File: src/rims_pkg.sv
// Operation
// - reference init runs two motions, first target then second target
// - when second motion completes, actual position counter clears to zero
// - no stall detection; stepping continues until actual equals target
// - switch flag is one when input driven high or low, zero when floating
// - switch flag refreshes with actual position snapshot every 1024 us
// - switch input and flag never influence state machines, motions or commands
// - switch flag is readable only through the first full-status read
// - immediate stop halts the motion in progress at once
// - position clear zeroes actual position and target position
// - positions are 16-bit two's complement, lsb 1/16 microstep, wrapping
// - direction chosen is the shorter way around the wrapping range
package rims_pkg;
  localparam int unsigned RIMS_POS_W = 16;
  // register byte offsets
  localparam logic [7:0] RIMS_OFS_CMD = 8'h00;
  localparam logic [7:0] RIMS_OFS_TGT1 = 8'h04;
  localparam logic [7:0] RIMS_OFS_TGT2 = 8'h08;
  localparam logic [7:0] RIMS_OFS_STAT1 = 8'h0C;
  localparam logic [7:0] RIMS_OFS_STAT2 = 8'h10;
  localparam logic [7:0] RIMS_OFS_IRQ_STAT = 8'h14;
  localparam logic [7:0] RIMS_OFS_IRQ_MASK = 8'h18;
  // command codes written to the command register
  localparam logic [2:0] RIMS_CMD_GOTO = 3'h1;
  localparam logic [2:0] RIMS_CMD_INIT = 3'h2;
  localparam logic [2:0] RIMS_CMD_STOP = 3'h3;
  localparam logic [2:0] RIMS_CMD_CLEAR = 3'h4;
  // status-one fields
  localparam int unsigned RIMS_ST1_SWITCH = 0;
  localparam int unsigned RIMS_ST1_BUSY = 1;
  localparam int unsigned RIMS_ST1_INIT = 2;
  // irq bits: motion done, init done
  localparam int unsigned RIMS_IRQ_W = 2;
  localparam int unsigned RIMS_IRQ_DONE = 0;
  localparam int unsigned RIMS_IRQ_INIT = 1;
  // timing
  localparam int unsigned RIMS_CLK_MHZ = 125;
  localparam int unsigned RIMS_SCAN_US = 1024;
  localparam int unsigned RIMS_SCAN_CYC = RIMS_SCAN_US * RIMS_CLK_MHZ;
  localparam int unsigned RIMS_STEP_CYC_DEF = 64;
  typedef enum logic [1:0] {
    RIMS_IDLE = 2'b00,
    RIMS_MOVE = 2'b01,
    RIMS_INIT1 = 2'b10,
    RIMS_INIT2 = 2'b11
  } rims_state_e;
endpackage : rims_pkg

File: src/rims_core.sv
`timescale 1ns/100ps
`default_nettype none
module rims_core
  import rims_pkg::*;
#(
  parameter int unsigned SCAN_CYC = RIMS_SCAN_CYC,
  parameter int unsigned STEP_CYC = RIMS_STEP_CYC_DEF
) (
  // clock and reset
  input wire logic ref_clk,
  input wire logic sys_rst,
  // apb slave
  input wire logic psel,
  input wire logic penable,
  input wire logic pwrite,
  input wire logic [7:0] paddr,
  input wire logic [31:0] pwdata,
  output logic [31:0] prdata,
  output logic pready,
  output logic pslverr,
  // switch pin, driven level and driven flag from the pad sensor
  input wire logic switch_input,
  input wire logic switch_driven,
  // motor step interface
  output logic step_pulse,
  output logic step_dir,
  // interrupt
  output logic irq
);
  localparam int unsigned SCW = $clog2(SCAN_CYC + 1);
  localparam int unsigned STW = $clog2(STEP_CYC + 1);

  // sequencer, position and bus state
  rims_state_e state_r;
  logic [RIMS_POS_W-1:0] actual_position_r;
  logic [RIMS_POS_W-1:0] target_position_r;
  logic [RIMS_POS_W-1:0] tgt1_r;
  logic [RIMS_POS_W-1:0] tgt2_r;
  logic [RIMS_POS_W-1:0] pos_snap_r;
  logic switch_state_flag_r;
  logic [2:0] drv_sync_r;
  logic [SCW-1:0] scan_cnt_r;
  logic [STW-1:0] step_cnt_r;
  logic [RIMS_IRQ_W-1:0] irq_stat_r;
  logic [RIMS_IRQ_W-1:0] irq_mask_r;
  // decode and helper nets
  logic [RIMS_POS_W-1:0] diff;
  logic at_target;
  logic step_tick;
  logic scan_tick;
  logic wr_acc;
  logic rd_acc;
  logic cmd_wr;
  logic [2:0] cmd_code;
  logic addr_ok;
  logic done_evt;
  logic init_evt;

  // bus decode; every access completes in its first access cycle
  assign wr_acc = psel && penable && pwrite;
  assign rd_acc = psel && penable && !pwrite;
  assign cmd_wr = wr_acc && (paddr == RIMS_OFS_CMD);
  assign cmd_code = pwdata[2:0];
  assign addr_ok = (paddr == RIMS_OFS_CMD) || (paddr == RIMS_OFS_TGT1) ||
                   (paddr == RIMS_OFS_TGT2) || (paddr == RIMS_OFS_STAT1) ||
                   (paddr == RIMS_OFS_STAT2) || (paddr == RIMS_OFS_IRQ_STAT) ||
                   (paddr == RIMS_OFS_IRQ_MASK);

  // wrapping difference; sign bit picks the shorter way round
  assign diff = target_position_r - actual_position_r;
  assign at_target = (diff == '0);
  assign step_tick = (step_cnt_r == STW'(STEP_CYC - 1));
  assign scan_tick = (scan_cnt_r == SCW'(SCAN_CYC - 1));
  // motion ends only on position match, never on a stall
  assign done_evt = (state_r == RIMS_MOVE) && at_target;
  assign init_evt = (state_r == RIMS_INIT2) && at_target;

  // step rate divider, free running while moving
  // held at zero while idle so a motion commanded from idle starts a full period after its command
  always_ff @(posedge ref_clk) begin
    if (sys_rst || state_r == RIMS_IDLE) begin
      step_cnt_r <= '0;
    end else if (step_tick) begin
      step_cnt_r <= '0;
    end else begin
      step_cnt_r <= step_cnt_r + STW'(1);
    end
  end

  // sequencer; switch flag is deliberately not an input here
  always_ff @(posedge ref_clk) begin
    if (sys_rst) begin
      state_r <= RIMS_IDLE;
    end else if (cmd_wr && (cmd_code == RIMS_CMD_STOP || cmd_code == RIMS_CMD_CLEAR)) begin
      state_r <= RIMS_IDLE;
    end else if (cmd_wr && cmd_code == RIMS_CMD_INIT) begin
      state_r <= RIMS_INIT1;
    end else if (cmd_wr && cmd_code == RIMS_CMD_GOTO) begin
      state_r <= RIMS_MOVE;
    end else begin
      // otherwise a motion advances only when its target is met
      case (state_r)
        RIMS_INIT1: begin
          if (at_target) begin
            state_r <= RIMS_INIT2;
          end
        end
        RIMS_INIT2, RIMS_MOVE: begin
          if (at_target) begin
            state_r <= RIMS_IDLE;
          end
        end
        default: begin
          state_r <= RIMS_IDLE;
        end
      endcase
    end
  end

  // target register: loaded by commands and by the init sequence
  always_ff @(posedge ref_clk) begin
    if (sys_rst) begin
      target_position_r <= '0;
    end else if (cmd_wr && cmd_code == RIMS_CMD_CLEAR) begin
      target_position_r <= '0;
    end else if (cmd_wr && cmd_code == RIMS_CMD_STOP) begin
      target_position_r <= actual_position_r;
    end else if (cmd_wr && (cmd_code == RIMS_CMD_GOTO || cmd_code == RIMS_CMD_INIT)) begin
      target_position_r <= tgt1_r;
    end else if (state_r == RIMS_INIT1 && at_target) begin
      target_position_r <= tgt2_r;
    end else if (init_evt) begin
      target_position_r <= '0;
    end
  end

  // actual position counter and step outputs
  always_ff @(posedge ref_clk) begin
    if (sys_rst) begin
      actual_position_r <= '0;
      step_pulse <= 1'b0;
      step_dir <= 1'b0;
    end else if (cmd_wr && cmd_code == RIMS_CMD_CLEAR) begin
      actual_position_r <= '0;
      step_pulse <= 1'b0;
    end else if (init_evt) begin
      actual_position_r <= '0;
      step_pulse <= 1'b0;
    end else if (state_r != RIMS_IDLE && !at_target && step_tick && !cmd_wr) begin
      step_pulse <= 1'b1;
      step_dir <= diff[RIMS_POS_W-1];
      if (diff[RIMS_POS_W-1]) begin
        actual_position_r <= actual_position_r - RIMS_POS_W'(1);
      end else begin
        actual_position_r <= actual_position_r + RIMS_POS_W'(1);
      end
    end else begin
      step_pulse <= 1'b0;
    end
  end

  // scan period timer
  // runs free of any motion, so status sees a steady refresh rate
  always_ff @(posedge ref_clk) begin
    if (sys_rst || scan_tick) begin
      scan_cnt_r <= '0;
    end else begin
      scan_cnt_r <= scan_cnt_r + SCW'(1);
    end
  end

  // the pad level itself is not needed: the flag tells only whether the pin is driven
  // pad flag from another domain passes three flops
  always_ff @(posedge ref_clk) begin
    if (sys_rst) begin
      drv_sync_r <= '0;
    end else begin
      drv_sync_r <= {drv_sync_r[1:0], switch_driven};
    end
  end

  // flag and position snapshot refresh together on the scan tick
  always_ff @(posedge ref_clk) begin
    if (sys_rst) begin
      switch_state_flag_r <= 1'b0;
      pos_snap_r <= '0;
    end else if (scan_tick) begin
      pos_snap_r <= actual_position_r;
      if (drv_sync_r[2] == drv_sync_r[1]) begin
        switch_state_flag_r <= drv_sync_r[2];
      end
    end
  end

  // target staging registers
  always_ff @(posedge ref_clk) begin
    if (sys_rst) begin
      tgt1_r <= '0;
      tgt2_r <= '0;
    end else if (wr_acc && paddr == RIMS_OFS_TGT1) begin
      tgt1_r <= pwdata[RIMS_POS_W-1:0];
    end else if (wr_acc && paddr == RIMS_OFS_TGT2) begin
      tgt2_r <= pwdata[RIMS_POS_W-1:0];
    end
  end

  // sticky events; a set in the read cycle survives the clear
  always_ff @(posedge ref_clk) begin
    if (sys_rst) begin
      irq_stat_r <= '0;
      irq_mask_r <= '0;
      irq <= 1'b0;
    end else begin
      if (rd_acc && paddr == RIMS_OFS_IRQ_STAT) begin
        irq_stat_r <= {init_evt, done_evt};
      end else begin
        irq_stat_r <= irq_stat_r | {init_evt, done_evt};
      end
      if (wr_acc && paddr == RIMS_OFS_IRQ_MASK) begin
        irq_mask_r <= pwdata[RIMS_IRQ_W-1:0];
      end
      // one cycle behind the status word so the pin comes straight from a flop
      irq <= |(irq_stat_r & irq_mask_r);
    end
  end

  // apb answer, registered; the read pulls data one cycle early via setup
  always_ff @(posedge ref_clk) begin
    if (sys_rst) begin
      prdata <= '0;
      pready <= 1'b0;
      pslverr <= 1'b0;
    end else begin
      pready <= psel && !penable;
      pslverr <= psel && !penable && !addr_ok;
      prdata <= '0;
      // read data is taken from the setup-cycle address, ready for the access cycle
      if (psel && !penable && !pwrite) begin
        case (paddr)
          RIMS_OFS_TGT1: prdata <= {16'h0000, tgt1_r};
          RIMS_OFS_TGT2: prdata <= {16'h0000, tgt2_r};
          RIMS_OFS_STAT1: prdata <= {29'h0, state_r[1], state_r != RIMS_IDLE,
                                     switch_state_flag_r};
          RIMS_OFS_STAT2: prdata <= {16'h0000, pos_snap_r};
          RIMS_OFS_IRQ_STAT: prdata <= {30'h0, irq_stat_r | {init_evt, done_evt}};
          RIMS_OFS_IRQ_MASK: prdata <= {30'h0, irq_mask_r};
          default: prdata <= '0;
        endcase
      end
    end
  end

  // command effects on the sequencer and the position counters
  AST_STOP_HALTS: assert property (@(posedge ref_clk) disable iff (sys_rst)
    cmd_wr && cmd_code == RIMS_CMD_STOP |=> state_r == RIMS_IDLE ##1 !step_pulse)
    else $error("stop did not halt motion");
  AST_CLEAR_ZERO: assert property (@(posedge ref_clk) disable iff (sys_rst)
    cmd_wr && cmd_code == RIMS_CMD_CLEAR |=> actual_position_r == '0 && target_position_r == '0)
    else $error("position clear failed");
  AST_INIT_ZERO: assert property (@(posedge ref_clk) disable iff (sys_rst)
    init_evt && !cmd_wr |=> actual_position_r == '0 && state_r == RIMS_IDLE)
    else $error("init end did not zero position");
  AST_INIT_ORDER: assert property (@(posedge ref_clk) disable iff (sys_rst)
    state_r == RIMS_INIT1 && at_target && !cmd_wr |=> state_r == RIMS_INIT2 &&
    target_position_r == $past(tgt2_r))
    else $error("second motion started wrongly");
  AST_INIT_START: assert property (@(posedge ref_clk) disable iff (sys_rst)
    cmd_wr && cmd_code == RIMS_CMD_INIT |=> state_r == RIMS_INIT1 &&
    target_position_r == $past(tgt1_r))
    else $error("init did not start first motion");
  AST_NO_STALL: assert property (@(posedge ref_clk) disable iff (sys_rst)
    state_r == RIMS_MOVE && !at_target && !cmd_wr |=> state_r == RIMS_MOVE)
    else $error("motion ended off target");
  // every step goes the short way and moves the count by one
  AST_SHORT_WAY: assert property (@(posedge ref_clk) disable iff (sys_rst)
    step_pulse |-> step_dir == ($past(diff[RIMS_POS_W-1])))
    else $error("long way taken");
  // snapshot and flag refresh only on the scan tick
  AST_SCAN_SYNC: assert property (@(posedge ref_clk) disable iff (sys_rst)
    scan_tick |=> pos_snap_r == $past(actual_position_r))
    else $error("snapshot not refreshed");
  AST_FLAG_STABLE: assert property (@(posedge ref_clk) disable iff (sys_rst)
    !scan_tick |=> $stable(switch_state_flag_r))
    else $error("flag changed off period");
  AST_STEP_MOVES: assert property (@(posedge ref_clk) disable iff (sys_rst)
    step_pulse |-> (actual_position_r - $past(actual_position_r)) inside {16'h0001, 16'hFFFF})
    else $error("bad step increment");

  // the bus answers every access at once; only holes in the map raise an error
  AST_APB_READY: assert property (@(posedge ref_clk) disable iff (sys_rst)
    psel && penable |-> pready)
    else $error("access cycle without ready");
  AST_APB_ERROR: assert property (@(posedge ref_clk) disable iff (sys_rst)
    psel && penable |-> pslverr == !addr_ok)
    else $error("error response does not match the map");
  AST_HOLE_READ: assert property (@(posedge ref_clk) disable iff (sys_rst)
    psel && penable && !pwrite && !addr_ok |-> prdata == '0)
    else $error("read of a hole returned data");

  // idle means no step at all; a reached target ends the motion cleanly
  AST_IDLE_QUIET: assert property (@(posedge ref_clk) disable iff (sys_rst)
    state_r == RIMS_IDLE |=> !step_pulse)
    else $error("step while idle");
  AST_MOVE_DONE: assert property (@(posedge ref_clk) disable iff (sys_rst)
    done_evt && !cmd_wr |=> state_r == RIMS_IDLE && !step_pulse)
    else $error("motion went on past its target");
  // state only moves on a command or a reached target, so the pad cannot steer it
  AST_STATE_CAUSE: assert property (@(posedge ref_clk) disable iff (sys_rst)
    !cmd_wr && !at_target |=> $stable(state_r))
    else $error("state moved without command or target");

  // the flag takes the settled driven flag on the tick and the snapshot holds between ticks
  AST_FLAG_VALUE: assert property (@(posedge ref_clk) disable iff (sys_rst)
    scan_tick && (drv_sync_r[2] == drv_sync_r[1]) |=>
    switch_state_flag_r == $past(drv_sync_r[2]))
    else $error("flag does not follow the pad");
  AST_SNAP_HOLD: assert property (@(posedge ref_clk) disable iff (sys_rst)
    !scan_tick |=> $stable(pos_snap_r))
    else $error("snapshot changed off period");

  // an event always lands in its sticky bit; a read with no event empties the word
  AST_DONE_LANDS: assert property (@(posedge ref_clk) disable iff (sys_rst)
    done_evt |=> irq_stat_r[RIMS_IRQ_DONE])
    else $error("motion done event lost");
  AST_INIT_LANDS: assert property (@(posedge ref_clk) disable iff (sys_rst)
    init_evt |=> irq_stat_r[RIMS_IRQ_INIT])
    else $error("init done event lost");
  AST_READ_CLEARS: assert property (@(posedge ref_clk) disable iff (sys_rst)
    rd_acc && (paddr == RIMS_OFS_IRQ_STAT) && !init_evt && !done_evt |=>
    irq_stat_r == '0)
    else $error("status read did not clear");
  AST_IRQ_LEVEL: assert property (@(posedge ref_clk) disable iff (sys_rst)
    |(irq_stat_r & irq_mask_r) |=> irq)
    else $error("interrupt not raised");

  // main scenarios: init end, stop in flight, flag rise, interrupt, wrap past zero
  COV_INIT: cover property (@(posedge ref_clk) disable iff (sys_rst) init_evt);
  COV_STOP: cover property (@(posedge ref_clk) disable iff (sys_rst)
    state_r == RIMS_MOVE && cmd_wr && cmd_code == RIMS_CMD_STOP);
  COV_FLAG: cover property (@(posedge ref_clk) disable iff (sys_rst) $rose(switch_state_flag_r));
  COV_IRQ: cover property (@(posedge ref_clk) disable iff (sys_rst) $rose(irq));
  COV_WRAP: cover property (@(posedge ref_clk) disable iff (sys_rst)
    step_pulse && step_dir && actual_position_r == 16'hFFFF);
endmodule : rims_core
`default_nettype wire

File: config.mk
export PLATFORM = sky130hd
export DESIGN_NAME = rims_core
export DESIGN_NICKNAME = d
export VERILOG_FILES = /design/src/rims_pkg.sv /design/src/rims_core.sv
export SDC_FILE = /design/constraint.sdc
export NUM_CORES = 1
export LEC_CHECK = 0
export BUFFER_PORTS_ARGS = -buffer_cell sky130_fd_sc_hd__buf_2
export CAP_MARGIN = 20
export CORE_MARGIN = 4
export CORE_UTILIZATION = 59
export CTS_CLUSTER_DIAMETER = 80
export DETAILED_ROUTE_END_ITERATION = 7
export PLACE_DENSITY = 0.92
export REMOVE_ABC_BUFFERS = 1
export SLEW_MARGIN = 20
export SYNTH_ARGS = -nofsm -noshare
export SYNTH_HDL_FRONTEND = slang
export SYNTH_SLANG_ARGS = --single-unit
File: constraint.sdc
create_clock -name ref_clk -period 6.1 [get_ports ref_clk]
set_input_delay 1.525 -clock ref_clk [delete_from_list [all_inputs] [get_ports ref_clk]]
set_output_delay 1.525 -clock ref_clk [all_outputs]
set_load 0.03 [all_outputs]
==> results.md <==
* DR WL met2 at 9.469 mm
* Drt wl/cell at 19.74 um
* Global route overflow at 0
* Worst hold stages at 1
* CP Max Fanout at 12
* Post-Layout Cell Count at 1080
* Critical path, cell by cell: inv_1 > ha_1 > o21ai_0 > o2bb2ai_1 > a31o_1 > o21ai_1 > mux2i_1 > a2111oi_2 > buf_4 > inv_2 > ha_1 > o21ai_0 > o21ai_0 > a21oi_1 > nor2b_1 > o21ai_0 > a21oi_1 > a31oi_1 > o21ai_0 > mux2i_1 > mux2_2
* Clock tree buffer depth at 2
* Die X at 118.6 um
* Maximum vdd drop at 0.0002135 V
* Post-CTS setup buffer count at 0
* TritonCTS buffer count at 17
* Root Driver: clkbuf_16
* Outcome: finished, violations left
* FMAX at roughly 180 MHz
* Synthesized cell area at 7212 um2
* Chip Height at between 100 and 150 um
* Worst path max stage delay at about 0.47 ns
* Final WL at 21.31 mm
* Post-synthesis cell count at 889
* Worst slew margin at between 30% and 40%
* Most area-consuming cells after synthesis: dfxtp_1, a21oi_1, nand2_1
* Post-cts sizing count at 0
* Final period utilization at 93.16%
* Vias per cell at 6.721
* Clock Skews at 0.009634 ns
* DIE AREA at 14060 um2
* Io pins at 84
* H-tree levels at 4
* Slowest stage cell, crit path: ha_1
* Top cell type's share of synthesized area at 37.47%
* Clock sinks at ~140
* Largest net degree at the start of global routing at 42
* Worst Setup End Kind: flop
* Final hold vios at 0
* Post-synth ARST share at 0%
* Pwr dens at about 260 nW/um2
* Crit Path Category: reg2reg
* Post-synth cell types at between 60 and 70
* Layout cells sized above 1 at 11.47%
* # DRC at 1
* CTS tree: yes
* Top layer in use: met4
* Overall Global Routing Usage at 30.32%
* Static Leak at 3.124 nW
* Number of synthesized flops with an enable pin at 0
* GPL Wtd Cong at 0.9328
* Synth area leader: dfxtp_1
* Port bufs at 50
* Count of state elements after synthesis at 135
* DRT met1 WL at 7.824 mm
* Hold buffer count at CTS at 0
* Hold Crit Class: reg2reg
* Vias in the first global route at between 6000 and 7000
* Drt pass-1 iters at 8
* Clock Latency Late Sink at 0.42 ns
* Shortest period the worst path allows at 5.683 ns
* Top FF cell, synth: dfxtp_1
* Layout area overhead at 12.40%
* DR WL met3 at 2.601 mm
* Antenna-violating nets left at 0
* Worst r2r path cells at 21
* MaxCap Viol Count at 0
* Unrepaired setup endpoints after global routing: no
* Crit start category: flop
* Seq/Total Area, Yosys at ~37%
* Placed Cells at 1048
* Via Count at 7259
* CP required at 6.41 ns
* Initial antenna violation count at 0
* Least-Margin Pin Slew at 1.025 ns
* Starting Density at about three fifths
* Worst Path Arrival at ~6.0 ns
* Mapped Avg Cell Area at 8.112 um2
* Core footprint at 12010 um2
* Detailed Route Iter0 Violations at 1099
* Worst-path clk slew at ~0.060 ns
* Endpoints failing setup at 0
* ANT cells at 0
* Final Max Slew Viols at 0
* Nets at 1000
* Num rows at 40
* Dpl hpwl at 12.48 mm
* Synthesis Warnings at 0
* Failing checks: design-rule violations
* Setup TNS Final at 0 ns
* Most used cell along the critical path: o21ai_0
* First-pass GRT wire length at 35.08 mm
* # fillers at about 820
[cells by family (layout without fill, tap and decap cells)]
group	Yosys count	after routing	synth area share, %
flops	135	135	37.47
other cells	1	16	0.05200
simple gates	342	342	21.88
mux	34	34	4.736
buf+inv	92	121	6.020
fa+ha+maj	33	33	5.933
compound gates	216	216	19.54
xor+xnor	36	36	4.372
[power breakdown]
part / internal (mW) / switching (mW)
Clock: 0.732 / 0.410
Sequential: 0.885 / 0.00205
Combinational: 0.0135 / 0.0431
Total: 1.63 / 0.455
[cell usage after synthesis, types with 3 or more instances]
library cell  count
a211oi_2          3
a21o_1            6
a21oi_1          89
a222oi_1         16
a22o_1            3
a22oi_1           4
a31oi_1           4
a41oi_1          15
and2_1            4
and3_1           14
buf_2             6
buf_4            17
clkbuf_1         35
dfxtp_1         135
ha_1             31
inv_1            29
mux2i_1          33
nand2_1         116
nand2b_1         11
nand3_1          23
nand3b_1          5
nand4_1           4
nor2_1          108
nor2b_1          10
nor3_1           21
nor4_1            7
o2111ai_1         5
o211ai_1          3
o21a_1            7
o21ai_0          21
o21ai_1          18
or3_1             5
xnor2_1          24
xor2_1           12
[layer usage]
layer  track usage [%]  up-vias
li1                  -     3183
met1             37.09     3269
met2             47.32      628
met3             9.187      179
met4             17.31        0
met5                 0        -
[cell usage in the layout, fill, tap and decap left out, types with 10 or more instances in the layout]
cell,synthesis,layout
dfxtp_1,135,135
nand2_1,116,116
nor2_1,108,108
a21oi_1,89,89
buf_2,6,50
mux2i_1,33,33
ha_1,31,31
inv_1,29,29
xnor2_1,24,24
nand3_1,23,23
o21ai_0,21,21
nor3_1,21,20
o21ai_1,18,18
clkbuf_16,0,17
a222oi_1,16,16
conb_1,1,16
a41oi_1,15,15
and3_1,14,14
xor2_1,12,12
nand2b_1,11,11
nor2b_1,10,10
[registers in the layout (all words and copies together) (netlist names)]
name	flops
step_pulse	1
prdata	16
tgt1_r	16
irq_mask_r	2
tgt2_r	16
irq	1
step_cnt_r	7
state_r	2
pready	1
drv_sync_r	3
step_dir	1
irq_stat_r	2
switch_state_flag_r	1
target_position_r	16
actual_position_r	16
scan_cnt_r	17
pslverr	1
pos_snap_r	16
[worst paths after layout]
kind,to,slack (ns),from
worst max-delay path,actual_position_r[15],0.42,actual_position_r[5]
worst min-delay path,step_cnt_r[0],0.45,step_cnt_r[0]
worst max register to register,actual_position_r[15],0.42,actual_position_r[5]
worst min register to register,step_cnt_r[0],0.45,step_cnt_r[0]
[through the flow]
step | instance area [um2] | utilization [%] | hold WS [ns] | power, mW | setup slack (ns)
2_1_floorplan | 6947 | - | 0.4138 | 0.9330 | 1.472
3_3_place_gp | 7433 | 61.89 | 0.4231 | 0.9581 | 1.048
3_5_place_dp | 7448 | 62.01 | 0.4412 | 0.9596 | 0.9522
4_1_cts | 8100 | 67.44 | 0.4496 | 2.079 | 0.6251
5_1_grt | 8107 | 67.49 | 0.4654 | 2.132 | 0.1813
6_report | 8107 | 67.49 | 0.4470 | 2.085 | 0.4174
[cell type report]
type                    count  area, um2  share of cell area, %
clock buffers              19      432.9                  5.340
flip-flops and latches    135       2703                  33.34
inverters                  30      112.6                  1.389
well taps                 147      183.9                  2.269
multi-input cells         677       4138                  51.04
clock inverters            13      219.0                  2.701
repair buffers             59      317.8                  3.920
[critical path: cells and delay by family (launching register included)]
family	cells	cell delay [ns]
AOI/OAI and AO/OA	12	3.04
adders and majority gates	2	0.85
muxes	3	0.73
DFF	1	0.46
buffers and inverters	3	0.41
and+or+nand+nor	1	0.09
Note: power is estimated with default switching activity, not from simulation.
